File: src/common/tess_pkg.sv
package tess_pkg;
  // float constants
  localparam logic [7:0] FP_BIAS = 8'h7F;
  localparam logic [7:0] FP_EXP_MAX = 8'hFF;
  localparam logic [31:0] FP_ONE = 32'h3F800000;
  // level and payload widths
  localparam int CNT_W = 9;
  localparam int PAYLOAD_W = 32;
  localparam logic [CNT_W-1:0] CNT_SAT = 9'h1FF;
  localparam logic [4:0] FP_MANT_BITS = 5'h17;
  localparam logic [7:0] CEIL_SPAN = 8'h07;
  // register byte offsets
  localparam logic [7:0] REG_CTRL = 8'h00;
  localparam logic [7:0] REG_OUTER0 = 8'h04;
  localparam logic [7:0] REG_INNER0 = 8'h14;
  localparam logic [7:0] REG_STATUS = 8'h1C;
  localparam logic [7:0] REG_LAST = 8'h1C;
  // control field positions
  localparam int CTRL_EVAL = 0;
  localparam int CTRL_CTLSTAGE = 1;
  localparam int CTRL_DOM_LO = 2;
  localparam int CTRL_SPC_LO = 4;
  localparam int CTRL_CW = 6;
  localparam int CTRL_POINT = 7;
  localparam logic [7:0] CTRL_RESET = 8'h00;
  localparam logic [31:0] ERR_DATA = 32'h00000000;

  typedef enum logic [1:0] {DOM_TRI, DOM_QUAD, DOM_ISO, DOM_RSV} domain_t;
  typedef enum logic [1:0] {SPC_EQUAL, SPC_EVEN, SPC_ODD, SPC_RSV} spacing_t;

  // one patch from the control stage
  typedef struct packed {
    logic [1:0][31:0] interior_level_array;
    logic [3:0][31:0] edge_level_array;
    logic [PAYLOAD_W-1:0] payload;
  } patch_in_t;

  // one processed level
  typedef struct packed {
    logic [CNT_W-1:0] n;
    logic [31:0] clamped;
    logic frac_pair;
  } level_res_t;

  // one patch to the evaluation stage
  typedef struct packed {
    logic bypass;
    domain_t domain;
    logic clockwise_winding;
    logic point_mode;
    logic [1:0] coord_comps;
    logic [5:0][$bits(level_res_t)-1:0] levels;
    patch_in_t raw;
  } patch_out_t;
endpackage : tess_pkg

File: src/logic/tessellation_level_generator.sv
`timescale 1ns/10ps
`default_nettype none

// Overview of operation
// - no evaluation stage configured: forward patch unchanged, no subdivision.
// - triangle, rectangle and line-strip domain selections are supported.
// - positions are normalized; triangle uses three components, others two.
// - defaults of four outer and two inner levels are loaded by software.
// - discard patch on zero, negative or NaN relevant outer level.
// - rectangle checks four outer levels, triangle three, line-strip two.
// - negative inner levels never discard; they are clamped instead.
// - equal, fractional even, fractional odd spacing; equal by default.
// - equal spacing clamps to one..max, rounds up to integer.
// - fractional even clamps to two..max, rounds up to even.
// - fractional odd clamps to one..max-1, rounds up to odd.
// - fractional count one unsplit, else n-2 equal plus two extra.
// - extra segment length shrinks as count minus clamped level grows.
// - extra segments symmetric, identical for identical clamped levels.
// - triangles use configured winding, counter-clockwise by default.
// - point mode emits one point per unique vertex in every domain.
module tessellation_level_generator import tess_pkg::*; #(
  parameter logic [CNT_W-1:0] max_subdivision_level = 9'h040
) (
  // clock and reset
  input wire logic ref_clk_i,
  input wire logic rstn_i,
  // apb slave
  input wire logic psel_i,
  input wire logic penable_i,
  input wire logic pwrite_i,
  input wire logic [7:0] paddr_i,
  input wire logic [31:0] pwdata_i,
  output logic [31:0] prdata_o,
  output logic pready_o,
  output logic pslverr_o,
  // patch input from control stage
  input wire logic in_valid_i,
  input wire patch_in_t in_patch_i,
  output logic in_ready_o,
  // patch output to evaluation stage
  output logic out_valid_o,
  output patch_out_t out_patch_o,
  input wire logic out_ready_i
);

  // ceiling of a positive float: {exact, ceil}, saturating
  function automatic logic [CNT_W:0] fceil(input logic [31:0] f);
    logic [7:0] e;
    logic [23:0] m;
    logic [4:0] sh;
    logic [23:0] ip;
    logic fr;
    logic [CNT_W:0] r;
    e = f[30:23];
    m = {1'b1, f[22:0]};
    sh = 5'h00;
    ip = 24'h000000;
    fr = 1'b0;
    if (f[31] || e == 8'h00) begin
      r = '0;
    end else if (e < FP_BIAS) begin
      r = {1'b0, CNT_W'(1)};
    end else if (e > FP_BIAS + CEIL_SPAN) begin
      r = {1'b1, CNT_SAT};
    end else begin
      sh = FP_MANT_BITS - 5'(e - FP_BIAS);
      ip = m >> sh;
      fr = |(m & ~(24'hFFFFFF << sh));
      r = {~fr, CNT_W'(ip + 24'(fr))};
    end
    return r;
  endfunction : fceil

  // small positive integer to float
  function automatic logic [31:0] i2f(input logic [CNT_W-1:0] k);
    logic [31:0] t;
    logic [3:0] p;
    p = 4'h0;
    for (int i = 0; i < CNT_W; i++) begin
      if (k[i]) begin
        p = 4'(i);
      end
    end
    t = 32'(k) << (FP_MANT_BITS - 5'(p));
    return {1'b0, 8'(FP_BIAS + 8'(p)), t[22:0]};
  endfunction : i2f

  // level that forces a discard: zero, negative or NaN
  function automatic logic bad_level(input logic [31:0] f);
    return f[31] || f[30:0] == 31'h0 ||
      (f[30:23] == FP_EXP_MAX && f[22:0] != 23'h0);
  endfunction : bad_level

  // clamp and round one level under the spacing mode
  function automatic level_res_t lvl_proc(input logic [31:0] f,
                                          input spacing_t s);
    logic [CNT_W:0] c;
    logic [CNT_W-1:0] lo;
    logic [CNT_W-1:0] hi;
    logic below;
    logic above;
    logic [CNT_W-1:0] n;
    level_res_t r;
    c = fceil(f);
    lo = CNT_W'(1);
    hi = max_subdivision_level;
    if (s == SPC_EVEN) begin
      lo = CNT_W'(2);
    end
    if (s == SPC_ODD) begin
      hi = max_subdivision_level - CNT_W'(1);
    end
    below = c[CNT_W-1:0] < lo || (c[CNT_W-1:0] == lo && !c[CNT_W]);
    above = c[CNT_W-1:0] > hi;
    n = below ? lo : (above ? hi : c[CNT_W-1:0]);
    if (s == SPC_EVEN && n[0]) begin
      n = n + CNT_W'(1);
    end
    if (s == SPC_ODD && !n[0]) begin
      n = n + CNT_W'(1);
    end
    r.n = n;
    r.clamped = below ? i2f(lo) : (above ? i2f(hi) : f);
    r.frac_pair = (s == SPC_EVEN || s == SPC_ODD) && n != CNT_W'(1);
    return r;
  endfunction : lvl_proc

  // software state
  logic [7:0] ctrl;
  logic [5:0][31:0] dflt;
  logic [15:0] patch_cnt;
  logic [15:0] discard_cnt;

  // control decode
  wire logic eval_present = ctrl[CTRL_EVAL];
  wire logic ctl_present = ctrl[CTRL_CTLSTAGE];
  wire logic [1:0] dom_raw = ctrl[CTRL_DOM_LO +: 2];
  wire logic [1:0] spc_raw = ctrl[CTRL_SPC_LO +: 2];
  wire domain_t dom = (dom_raw == DOM_RSV) ? DOM_TRI : domain_t'(dom_raw);
  wire spacing_t spc = (spc_raw == SPC_RSV) ? SPC_EQUAL : spacing_t'(spc_raw);

  // apb decode
  wire logic apb_acc = psel_i && penable_i && !pready_o;
  wire logic apb_done = psel_i && penable_i && pready_o;
  wire logic addr_ok = paddr_i[1:0] == 2'h0 && paddr_i <= REG_LAST;
  wire logic [2:0] widx = 3'(paddr_i[7:2]);
  wire logic wr_en = apb_done && pwrite_i && addr_ok;
  wire logic [31:0] status_word = {discard_cnt, patch_cnt};
  wire logic [31:0] rd_word = (paddr_i == REG_CTRL) ? {24'h000000, ctrl} :
    (paddr_i == REG_STATUS) ? status_word : dflt[widx - 3'h1];

  wire logic [5:0][31:0] lvl = ctl_present ?
    {in_patch_i.interior_level_array, in_patch_i.edge_level_array} : dflt;

  wire logic bad0 = bad_level(lvl[0]);
  wire logic bad1 = bad_level(lvl[1]);
  wire logic bad2 = bad_level(lvl[2]) && dom != DOM_ISO;
  wire logic bad3 = bad_level(lvl[3]) && dom == DOM_QUAD;
  wire logic discard = eval_present && (bad0 || bad1 || bad2 || bad3);

  // per-level clamp and rounding
  level_res_t lres [6];
  logic [5:0][$bits(level_res_t)-1:0] lres_pk;
  genvar gi;
  for (gi = 0; gi < 6; gi++) begin : g_lvl
    assign lres[gi] = lvl_proc(lvl[gi], spc);
    assign lres_pk[gi] = lres[gi];
  end

  // output record assembly
  patch_out_t next_out;
  wire logic take = in_valid_i && in_ready_o;
  always_comb begin
    next_out = '0;
    next_out.bypass = !eval_present;
    next_out.raw = in_patch_i;
    if (eval_present) begin
      next_out.domain = dom;
      next_out.clockwise_winding = ctrl[CTRL_CW] && dom != DOM_ISO;
      next_out.point_mode = ctrl[CTRL_POINT];
      next_out.coord_comps = (dom == DOM_TRI) ? 2'h3 : 2'h2;
      next_out.levels = lres_pk;
    end
  end

  // apb registers
  always_ff @(posedge ref_clk_i) begin
    if (!rstn_i) begin
      ctrl <= CTRL_RESET;
      dflt <= {6{FP_ONE}};
      pready_o <= 1'b0;
      pslverr_o <= 1'b0;
      prdata_o <= ERR_DATA;
    end else begin
      pready_o <= apb_acc;
      pslverr_o <= apb_acc && !addr_ok;
      if (apb_acc) begin
        prdata_o <= (addr_ok && !pwrite_i) ? rd_word : ERR_DATA;
      end
      if (wr_en && paddr_i == REG_CTRL) begin
        ctrl <= pwdata_i[7:0];
      end
      if (wr_en && paddr_i >= REG_OUTER0 && paddr_i < REG_STATUS) begin
        dflt[widx - 3'h1] <= pwdata_i;
      end
    end
  end

  // patch handshake, one patch in flight
  always_ff @(posedge ref_clk_i) begin
    if (!rstn_i) begin
      in_ready_o <= 1'b0;
      out_valid_o <= 1'b0;
      out_patch_o <= '0;
      patch_cnt <= 16'h0000;
      discard_cnt <= 16'h0000;
    end else begin
      if (out_valid_o && out_ready_i) begin
        out_valid_o <= 1'b0;
        in_ready_o <= 1'b1;
      end else if (!out_valid_o && !take) begin
        in_ready_o <= 1'b1;
      end
      if (take) begin
        patch_cnt <= patch_cnt + 16'h0001;
        if (discard) begin
          discard_cnt <= discard_cnt + 16'h0001;
        end else begin
          in_ready_o <= 1'b0;
          out_valid_o <= 1'b1;
          out_patch_o <= next_out;
        end
      end
    end
  end

endmodule : tessellation_level_generator

`default_nettype wire

File: config.mk
export PLATFORM = sky130hd
export DESIGN_NAME = tessellation_level_generator
export DESIGN_NICKNAME = d
export VERILOG_FILES = /design/src/common/tess_pkg.sv /design/src/logic/tessellation_level_generator.sv
export SDC_FILE = /design/constraint.sdc
export NUM_CORES = 2
export LEC_CHECK = 0
export ABC_AREA = 1
export ABC_CLOCK_PERIOD_IN_PS = 14500
export BUFFER_PORTS_ARGS = -buffer_cell sky130_fd_sc_hd__buf_4
export CELL_PAD_IN_SITES_DETAIL_PLACEMENT = 0
export CELL_PAD_IN_SITES_GLOBAL_PLACEMENT = 2
export CORE_ASPECT_RATIO = 0.6
export CORE_UTILIZATION = 33
export DETAILED_ROUTE_END_ITERATION = 7
export GPL_ROUTABILITY_DRIVEN = 0
export PLACE_DENSITY = 0.89
export SETUP_SLACK_MARGIN = 0.1
export SYNTH_ARGS = -nofsm -noshare
export SYNTH_HDL_FRONTEND = slang
export SYNTH_SLANG_ARGS = --single-unit
File: constraint.sdc
create_clock -name ref_clk_i -period 14.5 [get_ports ref_clk_i]
set_input_delay 0.725 -clock ref_clk_i [delete_from_list [all_inputs] [get_ports ref_clk_i]]
set_output_delay 0.725 -clock ref_clk_i [all_outputs]
set_load 0.1 [all_outputs]
Word-level counts from Yosys, hierarchy flattened
Cells that the tools add are included.
{ "totals": {"out_inout_bits": 519, "register_bits": 751, "word_cells": 360, "in_bits": 271} }
{ "op_classes": {"bitwise_logic": 19, "n_reduce_logical": 114, "n_eq_ne": 23, "mux": 92, "shifts": 14, "n_addsub": 37, "order_cmp": 29} }
{ "ops": {"columns": ["operator", "count"], "rows": [
  ["2-to-1 mux 32 bit", 17],
  ["2-to-1 mux 258 bit", 1],
  ["2-to-1 mux 9 bit", 24],
  ["bitwise mux 192 bit", 1],
  ["2-to-1 mux 192 bit", 1],
  ["2-to-1 mux 10 bit", 18],
  ["AND 24 bit", 6],
  ["inverter 24 bit", 6],
  ["OR reduction 24 bit", 6],
  ["<< shifter 24 x 5 -> 24 bit, first input constant", 6],
  ["right shift 24 x 5 -> 9 bit", 6],
  ["logical NOT 31 bit", 4],
  ["adder 9 x 1 -> 9 bit, second input constant", 12],
  ["binary-select mux 32 bit (select 3 bit)", 1],
  ["demux 32 bit (select 3 bit)", 1],
  ["nonzero test 23 bit", 4],
  ["logical NOT 8 bit", 7],
  ["2-to-1 mux 4 bit", 14],
  ["adder 9 x 1 -> 9 bit", 6],
  ["equality test 9 bit", 6],
  ["> comparator 9 bit", 6],
  ["less-than comparator 9 bit", 6],
  ["!= test 9 x 1 -> 1 bit, second input constant", 6],
  ["> comparator 8 bit, second input constant", 6],
  ["27 further kinds", 157]
]} }

Longest topological paths before layout
{ "depth": {"ltp_word": 23, "mapped_depth": 57, "ltp_nobuf": 53} }

Least setup slack after synthesis
OpenSTA, ideal clock, no wires.
{ "synth_path": {"path_kind": "input port to flip-flop", "from": "in in_patch_i[119] (netlist name)", "to": "reg out_patch_o[308] (netlist name)", "setup_time_ns": 0.115, "stages": 45, "path_buffers": 3, "t_arrival_ns": 6.245, "setup_slack_ns": 8.139, "t_required_ns": 14.385, "cell_sequence": "nand2_1 > nand2_2 > buf_2 > ha_1 > inv_1 > ha_1 > clkbuf_1 > clkinv_1 > clkbuf_1 > o22ai_1 > o21ai_0 > nand3_1 > nor3_1 > nand3b_1 > or2_2 > ha_1 > ha_1 > nand3_1 > (+9 left out) > nand2_1 > nor2_1 > nand2_2 > nand2_4 > nand2_1 > nand3_1 > nand2_1 > ha_1 > inv_1 > nand2_1 > and2_1 > ha_1 > nand2_1 > nand2_1 > nor3_1 > nand3_1 > nand2_1 > nand2_1"} }
{ "synth_via": {"elab_chain_len": 23, "elab_cells_between_ends": 46, "cone_classes": "add/sub (5); order compare (4); eq/ne (3); shift (2); mux (9); bitwise (4); reduce/logical (19)"} }
{ "synth_rtl": {"columns": ["element", "line", "rtl"], "rows": [
  ["from (decl)", "tessellation_level_generator.sv:38", "input wire patch_in_t in_patch_i,"],
  ["2-to-1 mux 192 bit *", "tessellation_level_generator.sv:152", "wire logic [5:0][31:0] lvl = ctl_present ?"],
  ["parallel branches: the longest is 22 deep, another holds adder 9 x 1 -> 9 bit", null, null],
  ["to (signal assigned)", "tessellation_level_generator.sv:231", "out_patch_o <= next_out;"],
  ["to (decl)", "tessellation_level_generator.sv:42", "output patch_out_t out_patch_o,"]
]} }
Mark *: on every way between the ends.
A chain may end at the register's enable or synchronous reset.

Worst setup path in the final report
{ "layout_path": {"from": "reg ctrl[1]", "to": "reg out_patch_o[308] (netlist name)"} }
{ "layout_via": {"elab_chain_len": 23, "elab_cells_between_ends": 67, "cone_classes": "add/sub (5); order compare (4); eq/ne (6); shift (2); mux (9); bitwise (4); reduce/logical (37)"} }
{ "layout_rtl": {"columns": ["element", "line", "rtl"], "rows": [
  ["from (decl)", "tessellation_level_generator.sv:129", "logic [7:0] ctrl;"],
  ["from (signal assigned)", "tessellation_level_generator.sv:201", "ctrl <= pwdata_i[7:0];"],
  ["2-to-1 mux 192 bit *", "tessellation_level_generator.sv:152", null],
  ["parallel branches: the longest is 22 deep, another holds adder 9 x 1 -> 9 bit", null, null]
]} }
Marked as above.

==> out/qor.log <==
INFO  floorplan      dieArea=0.138mm^2
INFO  logic_synthesis synth_edf_count=0
INFO  logic_synthesis synth_cell_type_count=63
INFO  cells_and_area areaGrowthSynthToFinish=21.0%
INFO  sta            finClkSkew=38.9ps
INFO  cts            cts_tree=yes
INFO  logic_synthesis synth_area_per_cell=6.40um^2
INFO  critical_path  setup.reg_to_reg.worst_slack=5220ps
INFO  sta            timing.final.hold_violations=0
INFO  floorplan      die_y=289um
INFO  cells_and_area nFillCells=14605
INFO  flow_run       max_cap_violations=1
INFO  critical_path  critical_path_peak_fanout=64
INFO  logic_synthesis synth-async-reset-ratio=0%
INFO  sta            setup_tns=0ps
INFO  floorplan      rows=104
INFO  power_and_ir_drop finalPower=4.99mW
INFO  critical_path  cp_data_arrival_time=9860ps
INFO  critical_path  critical_path.slowest_cell=sky130_fd_sc_hd__ha_1
INFO  detailed_routing num_vias=51397
INFO  cts            worst_skew_pair.late_latency=720ps
INFO  logic_synthesis synth.net_count=7457
INFO  detailed_routing remaining_drc_errors=0
INFO  floorplan      ioPinCount=790
INFO  outcome        status=finished, violations left
INFO  detailed_routing wl_per_cell=23.3um
INFO  floorplan      floorplan.initialDensity=33.5%
INFO  sta            tightest_slew=1500ps
INFO  cts            post_cts.resized_instances=0
INFO  power_and_ir_drop irDropWorstVdd=0.0000763V
INFO  logic_synthesis synthDominantCellAreaShare=33.3%
INFO  critical_path  critPathKind=flip-flop to flip-flop
INFO  critical_path  cpPeakStageDelay=830ps
INFO  logic_synthesis synth_ff_type=sky130_fd_sc_hd__dfxtp_1
INFO  power_and_ir_drop leakage=25.3nW
INFO  global_routing grt_remaining_overflow=0
INFO  floorplan      floorplan.core_area=0.135mm^2
INFO  cts            cts_sink_count=751
INFO  sta            maxSlewViolCount=1
INFO  cts            clock_path_buffers=3
INFO  global_routing largest_net_degree_at_the_start_of_global_routing=103
INFO  cts            ctsRootBufferMaster=sky130_fd_sc_hd__clkbuf_16
INFO  outcome        violated_checks=capacitance limit, slew limit
INFO  sta            timing.final.crit_share=64.0%
INFO  cts            cts-buffers-inserted=80
INFO  cts            cts_setup_buffers=0
INFO  cts            cts.htree.levels=3
INFO  sta            grt_setup_unrepaired=false
INFO  global_routing antenna_violations_before_repair=6
INFO  sta            timing.final.setup_violations=0
INFO  global_routing first_global_vias=46193
INFO  global_routing grt_pass1_wl=317mm
INFO  detailed_routing vias_per_cell=5.42
INFO  sta            max-slew-margin-rel=-1.03%
INFO  cts            worst_setup_hold_path_clk_slew=60ps
INFO  place          detailedPlacementHpwl=170mm
INFO  sta            timing.final.crit_period=9280ps
INFO  critical_path  end_kind=flip-flop
INFO  logic_synthesis netlist_top_cells_area=sky130_fd_sc_hd__dfxtp_1, sky130_fd_sc_hd__nand2_1, sky130_fd_sc_hd__o21ai_0, sky130_fd_sc_hd__nand3_1, sky130_fd_sc_hd__nor2_1
INFO  logic_synthesis warning_count_from_the_yosys_run=0
INFO  critical_path  required=15090ps
INFO  detailed_routing first_pass_iters=6
INFO  critical_path  worstSetupStartpointType=flip-flop
INFO  detailed_routing wl=221mm
INFO  cts            post_cts_hold_buffer_count=0
INFO  cells_and_area layout_cells_sized_above_1=16.2%
INFO  power_and_ir_drop power.density=91.2mW/mm^2
INFO  logic_synthesis synthesis.area=0.0452mm^2
INFO  critical_path  crit_top_cell=sky130_fd_sc_hd__nand2_1
INFO  detailed_routing drtIter0Drc=6337
INFO  logic_synthesis number_of_flip_flops_and_latches_in_the_synthesized_netlist=751
INFO  logic_synthesis synthesis.instances=7065
INFO  min_path       min-delay-path-class=input port to flip-flop
INFO  place          buffer_ports.inserted=789
INFO  floorplan      die_x=480um
INFO  global_routing global_route.usage.total=30.5%
INFO  sta            fmaxAchievable=108MHz
INFO  cells_and_area nNetsFinal=8007
INFO  logic_synthesis ys_seq_area_share=33.3%
INFO  logic_synthesis most_area_hungry_cell_type_in_the_yosys_netlist=sky130_fd_sc_hd__dfxtp_1
INFO  detailed_routing antenna_left=0
## layout by cell type (no fill, tap or decap), types with 25 or more instances in the layout
cell type,synthesis,routed
sky130_fd_sc_hd__o211ai_1,71,71
sky130_fd_sc_hd__o21ai_2,39,40
sky130_fd_sc_hd__nor2_1,751,749
sky130_fd_sc_hd__nor2_2,25,25
sky130_fd_sc_hd__a21oi_1,298,298
sky130_fd_sc_hd__nand2_2,44,44
sky130_fd_sc_hd__buf_4,27,863
sky130_fd_sc_hd__nand4_1,84,84
sky130_fd_sc_hd__clkbuf_16,0,82
sky130_fd_sc_hd__o21ai_1,200,199
sky130_fd_sc_hd__nand2_1,1866,1866
sky130_fd_sc_hd__inv_2,61,62
sky130_fd_sc_hd__inv_1,552,550
sky130_fd_sc_hd__o21ai_0,799,799
sky130_fd_sc_hd__nand3_1,597,597
sky130_fd_sc_hd__ha_1,121,119
sky130_fd_sc_hd__nor3_1,40,37
sky130_fd_sc_hd__dfxtp_1,751,750
sky130_fd_sc_hd__a32o_1,26,26
## layer usage
metal  wire (um)  up-vias  part of all wire, %  global-route usage (%)
met5         135        -                0.061                       0
li1            -    24529                    -                       -
met1      102000    24285                   46                    44.6
met2       90400     2255                   41                    43.8
met3       21100      326                  9.6                    7.28
met4        6820        2                  3.1                    9.16
## area by class of cell
cell class                 count  area, um^2  share of cell area (%)
antenna                        8        20.0                  0.0366
clock buffer                 110        2270                    4.15
clock inverter                30         334                   0.611
inverter                     630        2380                    4.35
multi-input combinational   5287       25900                    47.3
sequential                   751       15000                    27.5
tap                         1802        2250                    4.12
timing repair buffer         865        6510                    11.9
## state kept, by name (all words and copies together), names as in the netlist
signal and flops:
out_patch_o 483, pslverr_o 1, out_valid_o 1, prdata_o 32
patch_cnt 16, pready_o 1, discard_cnt 16, ctrl 8
dflt 192, in_ready_o 1
## Yosys cell counts (all sizes together) (19+ instances only)
master,instances
buf,145
o2111ai,22
o21ai,1045
nand3b,21
clkbuf,252
nand4,85
nor2,784
ha,121
a21oi,300
nand2,1917
dfxtp,751
nor3,40
a32o,26
o22ai,22
or2,31
nand3,620
o211ai,71
inv,615
o221ai,19
## power by group
| group | switching [mW] | internal, mW | leakage (nW) | total [mW] |
|---|---|---|---|---|
| Combinational | 0.566 | 0.151 | 18.0 | 0.718 |
| Clock | 0.964 | 1.17 | 1.27 | 2.14 |
| Sequential | 0.0240 | 2.11 | 6.09 | 2.13 |
| Total | 1.55 | 3.43 | 25.3 | 4.99 |
## path summary, 6_finish.rpt
| kind | startpoint | endpoint | cells past startpoint |
|---|---|---|---|
| hold / removal | in_patch_i[10] | out_patch_o[10]$_SDFFE_PN0P_ | 3 |
| setup / recovery | ctrl[1]$_SDFFE_PN0P_ | out_patch_o[308]$_SDFFE_PN0P_ | 45 |
| setup reg to reg | ctrl[1]$_SDFFE_PN0P_ | out_patch_o[308]$_SDFFE_PN0P_ | 45 |
| hold reg to reg | out_patch_o[433]$_SDFFE_PN0P_ | out_patch_o[433]$_SDFFE_PN0P_ | 2 |
## logic make-up (layout without fill, tap and decap cells)
logic type,Yosys count,in the layout,share of synthesized area [%]
flip-flops,751,751,33.3
AND/OR/NAND/NOR,3525,3525,33.0
other,0,8,0
buffers and inverters,1027,1635,9.57
multiplexers,6,6,0.133
XOR/XNOR,10,10,0.252
AO/OA/AOI/OAI,1625,1625,20.4
adder cells (fa/ha/maj),121,121,3.35
## per-stage QoR
stage / hold slack (ps) / utilization [%] / cell area (um^2) / cells / setup slack, ps
global placement: 427 / 38.6 / 52100 / 9335 / 5480
floorplan: 423 / - / 45200 / 7065 / 8140
finish: 241 / 40.5 / 54700 / 9483 / 5220
global route: 231 / 40.5 / 54700 / 9479 / 4440
CTS: 208 / 40.5 / 54700 / 9475 / 5440
detailed placement: 430 / 38.6 / 52100 / 9335 / 5460
## worst max-delay path: cells and delay by family, from the launching register on
kind	cells	cell delay, ps
buffers and inverters	7	2000
DFF	1	540
AOI/OAI and AO/OA	2	330
and+or+nand+nor	30	4230
adders and majority gates	6	1980
Note: power is estimated with default switching activity, not from simulation.
